File: config.mk
export PLATFORM = sky130hd
export DESIGN_NAME = smbus_thermal_monitor_slave_port
export DESIGN_NICKNAME = d
export VERILOG_FILES = /design/src/smbus_thermal_monitor_slave_port.v
export VERILOG_INCLUDE_DIRS = /design/src /design/src/src
export SDC_FILE = /design/constraint.sdc
export NUM_CORES = 1
export LEC_CHECK = 0
export BUFFER_PORTS_ARGS = -buffer_cell sky130_fd_sc_hd__buf_2
export CORE_MARGIN = 2
export CORE_UTILIZATION = 50
export CTS_BUF_LIST = sky130_fd_sc_hd__clkbuf_4 sky130_fd_sc_hd__clkbuf_8 sky130_fd_sc_hd__clkbuf_16
export DETAILED_ROUTE_END_ITERATION = 7
export PLACE_DENSITY = 0.75
export SYNTH_ARGS = -nofsm -noshare
export SYNTH_HDL_FRONTEND = slang
export SYNTH_SLANG_ARGS = --single-unit
File: constraint.sdc
create_clock -name core_clk -period 2 [get_ports core_clk]
set_input_delay 0.1 -clock core_clk [delete_from_list [all_inputs] [get_ports core_clk]]
set_output_delay 0.1 -clock core_clk [all_outputs]
set_load 0.005 [all_outputs]
File: src/thermal_slave_consts.vh
/*
 * Constants of the two-wire slave port of the temperature monitor:
 * bus addresses, register pointer values, configuration layout, strap codes.
 * Assumes inclusion by the slave port module only; definitions only.
 */
`ifndef THERMAL_SLAVE_CONSTS_VH
`define THERMAL_SLAVE_CONSTS_VH

// Alert response address, never a device address
`define ALERT_RESP_ADDR 7'h0C
// Base addresses picked by the first strap
`define BASE_ADDR_LOW 7'h18
`define BASE_ADDR_OPEN 7'h29
`define BASE_ADDR_HIGH 7'h4C

// Three-level strap codes as presented at the strap inputs
`define STRAP_LOW 2'h0
`define STRAP_OPEN 2'h1

// Register pointer values
`define PTR_CFG_RD 8'h03
`define PTR_CFG_WR 8'h09
`define PTR_ONESHOT_WR 8'h0F
`define PTR_RESET 8'h00

// Configuration register
`define CFG_RESET 8'h00
`define CFG_MASK_BIT 7
`define CFG_STANDBY_PIN_N_BIT 6

// Cycles after reset release before straps are captured
`define STRAP_SETTLE 2'h3

// Bits per byte before the acknowledge slot
`define BITS_PER_BYTE 4'h8
// Write bytes accepted after the address
`define MAX_WR_BYTES 2'h2

`endif

File: src/smbus_thermal_monitor_slave_port.v
/*
 * Two-wire slave port of a digital temperature monitor: start/stop
 * detection, address match from straps, pointer and register writes,
 * one-shot trigger, open-drain alert with alert-response handling.
 * Assumes the conversion engine, comparators and data registers sit
 * outside on core_clk; bus pins and straps arrive asynchronously.
 */
// Summary of operation
// - One-shot write in standby starts one conversion.
// - One-shot data byte is ignored, never stored.
// - Each strap decodes low, open or high.
// - First strap picks base, second adds 0-2.
// - Straps captured once after each reset release.
// - Start then seven address bits, direction bit.
// - Acknowledge own address or alert response, otherwise stay idle.
// - Direction 0 writes, direction 1 reads.
// - Nine clocks per byte, slave acks writes.
// - Data changes only with clock low; stop detection.
// - Direction fixed until next start.
// - Writes carry one or two bytes; reads one.
// - First write byte loads register pointer.
// - Second write byte goes to pointed register.
// - Read returns register at current pointer.
// - Separate read and write pointer values.
// - Alert asserts on limit fault or open sensor.
// - Alert pin is open-drain, drives low only.
// - Alert-response read returns own address.
// - Lose arbitration, back off the bus.
// - Release alert after response if fault cleared.
// - Mask bit set disables alert, reset clear.
// - Standby pin low blocks one-shot too.
// - Only alert-response read clears the alert latch.
`timescale 1ns/1ps
`default_nettype none
`include "thermal_slave_consts.vh"

module smbus_thermal_monitor_slave_port (
	input wire core_clk,
	input wire rst,
	input wire scl_pin,
	input wire serial_data_pin_i,
	output reg serial_data_pin_o,
	output reg serial_data_pin_oe,
	input wire [1:0] addr_strap_first,
	input wire [1:0] addr_strap_second,
	input wire standby_pin_n,
	input wire limit_fault,
	input wire sensor_open,
	input wire status_flags_clear,
	input wire [7:0] reg_rd_data,
	output reg [7:0] reg_rd_addr,
	output reg reg_wr_strobe,
	output reg [7:0] reg_wr_addr,
	output reg [7:0] reg_wr_data,
	output reg conversion_trigger,
	output reg conversion_enable,
	output reg alarm_mask_bit,
	output reg [6:0] device_addr,
	output reg alert_pin_o,
	output reg alert_pin_oe
);

	localparam ST_IDLE = 6'b00_0001;
	localparam ST_ADDR = 6'b00_0010;
	localparam ST_ACK = 6'b00_0100;
	localparam ST_RX = 6'b00_1000;
	localparam ST_TX = 6'b01_0000;
	localparam ST_MACK = 6'b10_0000;

	// Two-stage synchronisers; third stage only for edge detection
	reg scl_s1_q, scl_s2_q, scl_s3_q;
	reg sda_s1_q, sda_s2_q, sda_s3_q;
	reg standby_pin_n_s1_q, standby_pin_n_s2_q;
	reg [1:0] strap0_s1_q, strap0_s2_q;
	reg [1:0] strap1_s1_q, strap1_s2_q;

	reg [1:0] settle_q;
	reg addr_valid_q;
	reg [5:0] state_q;
	reg [3:0] bit_cnt_q;
	reg [1:0] byte_cnt_q;
	reg [7:0] shift_q;
	reg [7:0] tx_q;
	reg rw_q;
	reg ara_q;
	reg [7:0] cfg_q;
	reg alert_latch_q;

	wire scl_rise = scl_s2_q & ~scl_s3_q;
	wire scl_fall = ~scl_s2_q & scl_s3_q;
	wire scl_high = scl_s2_q & scl_s3_q;
	wire start_det = scl_high & sda_s3_q & ~sda_s2_q;
	wire stop_det = scl_high & ~sda_s3_q & sda_s2_q;
	wire fault_now = limit_fault | sensor_open;

	// Strap decode: third level presented as a separate code
	reg [6:0] base_addr;
	reg [6:0] addr_step;
	always @* begin
		if (strap0_s2_q == `STRAP_LOW) begin
			base_addr = `BASE_ADDR_LOW;
		end else if (strap0_s2_q == `STRAP_OPEN) begin
			base_addr = `BASE_ADDR_OPEN;
		end else begin
			base_addr = `BASE_ADDR_HIGH;
		end
		if (strap1_s2_q == `STRAP_LOW) begin
			addr_step = 7'h00;
		end else if (strap1_s2_q == `STRAP_OPEN) begin
			addr_step = 7'h01;
		end else begin
			addr_step = 7'h02;
		end
	end

	// Byte returned on a read
	reg [7:0] tx_byte;
	always @* begin
		if (ara_q) begin
			tx_byte = {device_addr, 1'b0};
		end else if (reg_rd_addr == `PTR_CFG_RD) begin
			tx_byte = cfg_q;
		end else begin
			tx_byte = reg_rd_data;
		end
	end

	always @(posedge core_clk) begin
		if (rst) begin
			scl_s1_q <= 1'b1;
			scl_s2_q <= 1'b1;
			scl_s3_q <= 1'b1;
			sda_s1_q <= 1'b1;
			sda_s2_q <= 1'b1;
			sda_s3_q <= 1'b1;
			standby_pin_n_s1_q <= 1'b1;
			standby_pin_n_s2_q <= 1'b1;
			strap0_s1_q <= 2'h0;
			strap0_s2_q <= 2'h0;
			strap1_s1_q <= 2'h0;
			strap1_s2_q <= 2'h0;
		end else begin
			scl_s1_q <= scl_pin;
			scl_s2_q <= scl_s1_q;
			scl_s3_q <= scl_s2_q;
			sda_s1_q <= serial_data_pin_i;
			sda_s2_q <= sda_s1_q;
			sda_s3_q <= sda_s2_q;
			standby_pin_n_s1_q <= standby_pin_n;
			standby_pin_n_s2_q <= standby_pin_n_s1_q;
			strap0_s1_q <= addr_strap_first;
			strap0_s2_q <= strap0_s1_q;
			strap1_s1_q <= addr_strap_second;
			strap1_s2_q <= strap1_s1_q;
		end
	end

	// Address is latched once; later strap moves are never looked at
	always @(posedge core_clk) begin
		if (rst) begin
			settle_q <= 2'h0;
			addr_valid_q <= 1'b0;
			device_addr <= 7'h00;
		end else if (!addr_valid_q) begin
			if (settle_q == `STRAP_SETTLE) begin
				addr_valid_q <= 1'b1;
				device_addr <= base_addr + addr_step;
			end else begin
				settle_q <= settle_q + 2'h1;
			end
		end
	end

	always @(posedge core_clk) begin
		if (rst) begin
			state_q <= ST_IDLE;
			bit_cnt_q <= 4'h0;
			byte_cnt_q <= 2'h0;
			shift_q <= 8'h00;
			tx_q <= 8'h00;
			rw_q <= 1'b0;
			ara_q <= 1'b0;
			cfg_q <= `CFG_RESET;
			alert_latch_q <= 1'b0;
			reg_rd_addr <= `PTR_RESET;
			reg_wr_strobe <= 1'b0;
			reg_wr_addr <= 8'h00;
			reg_wr_data <= 8'h00;
			conversion_trigger <= 1'b0;
			conversion_enable <= 1'b0;
			alarm_mask_bit <= 1'b0;
			serial_data_pin_o <= 1'b0;
			serial_data_pin_oe <= 1'b0;
			alert_pin_o <= 1'b0;
			alert_pin_oe <= 1'b0;
		end else begin
			reg_wr_strobe <= 1'b0;
			conversion_trigger <= 1'b0;
			case (state_q)
				ST_ADDR, ST_RX: begin
					if (scl_rise) begin
						shift_q <= {shift_q[6:0], sda_s2_q};
						bit_cnt_q <= bit_cnt_q + 4'h1;
					end else if (scl_fall && bit_cnt_q == `BITS_PER_BYTE) begin
						if (state_q == ST_ADDR) begin
							if (addr_valid_q && shift_q[7:1] == device_addr) begin
								serial_data_pin_oe <= 1'b1;
								rw_q <= shift_q[0];
								ara_q <= 1'b0;
								state_q <= ST_ACK;
							end else if (addr_valid_q && shift_q[7:1] == `ALERT_RESP_ADDR && shift_q[0] && alert_pin_oe) begin
								serial_data_pin_oe <= 1'b1;
								rw_q <= 1'b1;
								ara_q <= 1'b1;
								state_q <= ST_ACK;
							end else begin
								state_q <= ST_IDLE;
							end
						end else if (byte_cnt_q == 2'h0) begin
							reg_rd_addr <= shift_q;
							serial_data_pin_oe <= 1'b1;
							byte_cnt_q <= 2'h1;
							state_q <= ST_ACK;
						end else if (byte_cnt_q == 2'h1) begin
							serial_data_pin_oe <= 1'b1;
							byte_cnt_q <= `MAX_WR_BYTES;
							state_q <= ST_ACK;
							if (reg_rd_addr == `PTR_ONESHOT_WR) begin
								// Only the access counts; the byte is dropped
								conversion_trigger <= standby_pin_n_s2_q & cfg_q[`CFG_STANDBY_PIN_N_BIT];
							end else if (reg_rd_addr == `PTR_CFG_WR) begin
								cfg_q <= {shift_q[7:6], 6'h00};
							end else begin
								reg_wr_strobe <= 1'b1;
								reg_wr_addr <= reg_rd_addr;
								reg_wr_data <= shift_q;
							end
						end else begin
							// Third byte is not acknowledged
							state_q <= ST_IDLE;
						end
					end
				end
				ST_ACK: begin
					if (scl_fall) begin
						bit_cnt_q <= 4'h0;
						if (rw_q) begin
							serial_data_pin_oe <= ~tx_byte[7];
							tx_q <= {tx_byte[6:0], 1'b0};
							state_q <= ST_TX;
						end else begin
							serial_data_pin_oe <= 1'b0;
							state_q <= ST_RX;
						end
					end
				end
				ST_TX: begin
					if (scl_rise) begin
						bit_cnt_q <= bit_cnt_q + 4'h1;
						// Released a one but the line is low: another talker won
						if (!serial_data_pin_oe && !sda_s2_q) begin
							state_q <= ST_IDLE;
						end
					end else if (scl_fall) begin
						if (bit_cnt_q == `BITS_PER_BYTE) begin
							serial_data_pin_oe <= 1'b0;
							state_q <= ST_MACK;
						end else begin
							serial_data_pin_oe <= ~tx_q[7];
							tx_q <= {tx_q[6:0], 1'b0};
						end
					end
				end
				ST_MACK: begin
					if (scl_rise) begin
						// One byte per read; wait for stop or restart
						state_q <= ST_IDLE;
						if (ara_q && !fault_now && status_flags_clear) begin
							alert_latch_q <= 1'b0;
						end
					end
				end
				default: begin
					state_q <= ST_IDLE;
				end
			endcase
			if (start_det) begin
				state_q <= ST_ADDR;
				bit_cnt_q <= 4'h0;
				byte_cnt_q <= 2'h0;
				ara_q <= 1'b0;
				serial_data_pin_oe <= 1'b0;
			end else if (stop_det) begin
				state_q <= ST_IDLE;
				serial_data_pin_oe <= 1'b0;
			end
			// New fault wins over a same-cycle clear
			if (fault_now) begin
				alert_latch_q <= 1'b1;
			end
			alert_pin_oe <= alert_latch_q & ~cfg_q[`CFG_MASK_BIT];
			alarm_mask_bit <= cfg_q[`CFG_MASK_BIT];
			conversion_enable <= standby_pin_n_s2_q & ~cfg_q[`CFG_STANDBY_PIN_N_BIT];
		end
	end

endmodule // smbus_thermal_monitor_slave_port

`default_nettype wire

==> results_dict.tcl <==
set metrics [dict create \
    share_comb_of_total_power_pct 7.4 \
    avgSynthCellArea_um2 8.997 \
    number_of_antenna_violations_at_the_first_check_in_global_routing 0 \
    wl_per_cell_um 14.88 \
    crit-reg2reg-capture "reg_wr_data[7]$_SDFFE_PP0P_" \
    initialDrtViolationCount 200 \
    run_status "complete, but fails checks" \
    async_flop_share_pct 0 \
    synth-edff-count 0 \
    fp.coreArea_mm2 0.007253 \
    detailedRoute.firstPassIterationCount 5 \
    port_buffers 56 \
    std_cell_rows 31 \
    detail_route.drc_violations 0 \
    setup.reg_to_reg.worst_slack_ns -0.05 \
    largest_net_degree_at_the_start_of_global_routing 35 \
    grt.overflow.total 0 \
    routed-via-count 3284 \
    violations "setup timing" \
    vias_per_cell 5.482 \
    syn-instance-count 415 \
    ys.flop_type "sky130_fd_sc_hd__dfxtp_1" \
    clock_power_share_pct 38.2 \
    ys_seq_area_share_pct 46.65 \
    dieWidth_um 90.41 \
    layout_common_cells "77 x sky130_fd_sc_hd__dfxtp_1, 60 x sky130_fd_sc_hd__nor2_1, 56 x sky130_fd_sc_hd__buf_2" \
    power.density_cell_area_mw_per_mm2 725.9 \
    min_period_ns 2.052 \
    post_layout_cell_count 599 \
    fill_cells 632 \
    r2r-start "scl_s3_q$_SDFF_PP1_" \
    timing.hold.worst.start "sensor_open" \
    fin_skew_ns 0.01065 \
    clkLatencyLatePin_ns 0.37 \
    maxCapViolCount 0 \
    numClockSinks 87 \
    clock_tree_root_buffer_cell "sky130_fd_sc_hd__clkbuf_8" \
    critical_path_peak_fanout 5 \
    floorplan.die.height_um 90.41 \
    fin_nets 522 \
    placedInstanceArea_mm2 0.004190 \
    floorplan.die_area_mm2 0.008174 \
    synth-seq-cells 87 \
    floorplan.initialDensity_pct 51.47 \
    final.setup.worst_slack_ns -0.05240 \
    route.final.wire_length_um 8913 \
    proportion_of_layout_cells_with_a_drive_suffix_above_1_pct 28.40 \
    design_area_mm2 0.004643 \
    first_pass_grt_wire_length_um 14260 \
    number_of_library_cell_types_mapped_by_synthesis 47 \
    cp-end-kind "flop" \
    clk_pin_slew_worst_paths_ns 0.10 \
    worst-setup-path-type "flop to flop" \
    cp_data_required_time_ns 2.25 \
    worst_path_arrival_time_ns 2.30 \
    final.period_utilization_pct 102.6 \
    max-vdd-ir-drop_uv 361.6 \
    report.final.hold_viol_count 0 \
    sw_pwr_uw 856.1 \
    cts_max_level 3 \
    total_leakage_power_nw 2.113 \
    seqPwrFrac_pct 54.4 \
    timing.hold.worst_endpoint "alert_latch_q$_SDFFE_PP0P_" \
    post-place-cells 568 \
    antenna_cells_inserted 0 \
    internal-power_mw 2.515 \
    hold_depth 3 \
    flow.area_growth_from_synthesis_pct 24.36 \
    cts_buffers 9 \
    timing_max_transition_violations_final 0 \
    top_level_ports 59 \
    gpl_wtd_cong 0.9425 \
    startpoint_type "flop" \
    finalSetupTns_ns -0.06796 \
    power.switching_fraction_pct 25.40 \
    grt_pass1_vias 2922 \
    setup_viol 3 \
    synth-warning-count 0 \
    whs_ns 0.01114 \
    hpwlAfterDp_um 6102 \
    mostFrequentLayoutCell "sky130_fd_sc_hd__dfxtp_1" \
    global_route.usage.total_pct 21.62 \
    antenna_violating_nets_post_route 0 \
    tritoncts "done" \
    unrepaired_setup_endpoints_after_global_routing "true" \
    synth_area_mm2 0.003734 \
    fmax_ghz 0.4872 \
    hp-class "input port to flop" \
    timing.reg2reg.worst_path_depth 10 \
    clock_path_buffers 2 \
]
==> synth_stat cells (all sizes together) (3+ instances only) <==
cell    count  area (um2)
o21ai       8       40.04
clkbuf     10       37.54
nor2b      14       87.58
nand4b      3       26.28
nand4       5       31.28
nand2      40       152.6
dfxtp      87        1742
a21o        3       22.52
xor2       10       87.58
a21oi      32       160.2
nor2       60       225.2
mux2i      28       280.3
buf        10       62.56
or3         6       37.54
nor3b       5       37.54
a221oi      8       70.07
nand3      13       82.58
nor4        6       67.56
xnor2       4       35.03
ha          7       87.58
inv         8       30.03
nand3b      3       22.52
nand2b      5       31.28
nor3       11       60.06
or2         8       50.05
a211oi      3       22.52
==> power groups by stage <==
stage / logic [mW] / registers (mW) / clock network (mW)
3_5_place_dp: 0.232 / 1.88 / 0
4_1_cts: 0.246 / 1.83 / 1.30
6_report: 0.250 / 1.83 / 1.29
5_1_grt: 0.282 / 1.84 / 1.39
2_1_floorplan: 0.163 / 1.86 / 0
3_3_place_gp: 0.227 / 1.87 / 0
==> repair_timing <==
item	in CTS	in global routing
hold endpoints to repair	8	0
buffers inserted	2	5
setup endpoints to repair	19	40
pin swaps	1	12
hold buffers	8	0
gates resized for setup	4	28
==> worst max-delay path, stage by stage, from the launching register on <==
cell and delay [ns]:
sky130_fd_sc_hd__dfxtp_2 0.36, sky130_fd_sc_hd__inv_2 0.05, sky130_fd_sc_hd__ha_4 0.14, sky130_fd_sc_hd__and4bb_2 0.34, sky130_fd_sc_hd__nand2_4 0.09, sky130_fd_sc_hd__nor4_4 0.26, sky130_fd_sc_hd__buf_4 0.18, sky130_fd_sc_hd__nand3_4 0.07
sky130_fd_sc_hd__buf_4 0.19, sky130_fd_sc_hd__mux2i_2 0.19, sky130_fd_sc_hd__nor2_1 0.06
==> sequential cells by signal, indices dropped and copies added, names as in the netlist, 4 cells and up <==
signal / cells
bit_cnt_q: 4
device_addr: 6
reg_rd_addr: 8
reg_wr_addr: 8
reg_wr_data: 8
shift_q: 8
state_q: 6
tx_q: 7
==> how the worst max path moves through the flow <==
stage / slack [ns] / from / end
2_1_floorplan: -0.006 / scl_s3_q$_SDFF_PP1_ / reg_wr_addr[0]$_SDFFE_PP0P_
3_3_place_gp: -0.05 / state_q[0]$_SDFFE_PP1P_ / state_q[0]$_SDFFE_PP1P_
3_5_place_dp: -0.11 / scl_s3_q$_SDFF_PP1_ / reg_wr_data[7]$_SDFFE_PP0P_
4_1_cts: 0.02 / scl_s3_q$_SDFF_PP1_ / state_q[0]$_SDFFE_PP1P_
5_1_grt: -0.11 / scl_s3_q$_SDFF_PP1_ / reg_wr_data[7]$_SDFFE_PP0P_
6_report: -0.05 / scl_s3_q$_SDFF_PP1_ / reg_wr_data[7]$_SDFFE_PP0P_
==> kinds of logic (layout without fill, tap and decap cells) <==
family | Yosys count | in the layout | share of synthesized area [%]
and+or+nand+nor | 187 | 187 | 26.17
DFF | 87 | 87 | 46.65
AOI/OAI and AO/OA | 63 | 63 | 10.46
muxes | 28 | 28 | 7.507
buffers and inverters | 28 | 112 | 3.485
xor gates and xnor gates | 14 | 14 | 3.284
adders and majority gates | 7 | 7 | 2.346
other | 1 | 2 | 0.1004
==> cell type report <==
class                           instances  area (um2)  area share (%)
Multi-Input combinational cell        301        1974           42.52
Sequential cell                        87        1757           37.83
Timing Repair Buffer                   88       551.8           11.88
Clock buffer                           10       131.4           2.829
Tap cell                               99       123.9           2.668
Clock inverter                          6       75.07           1.617
Inverter                                8       30.03          0.6467
==> per-stage QoR <==
stage	setup WS, ns	util, %	total power [mW]
floorplan	-0.006397	-	2.024
global placement	-0.05394	57.77	2.099
detailed placement	-0.1100	57.77	2.108
CTS	0.01621	62.07	3.380
global route	-0.1071	64.02	3.515
finish	-0.05240	64.02	3.371
==> metal layers <==
metal / routed length [um] / global-route usage (%) / up-vias
met5: 0 / 0 / -
li1: - / - / 1592
met4: 233 / 9.359 / 0
met1: 3954 / 28.50 / 1543
met2: 4230 / 34.59 / 128
met3: 493 / 4.257 / 21
No activity file was read; power rests on OpenSTA's default activity.
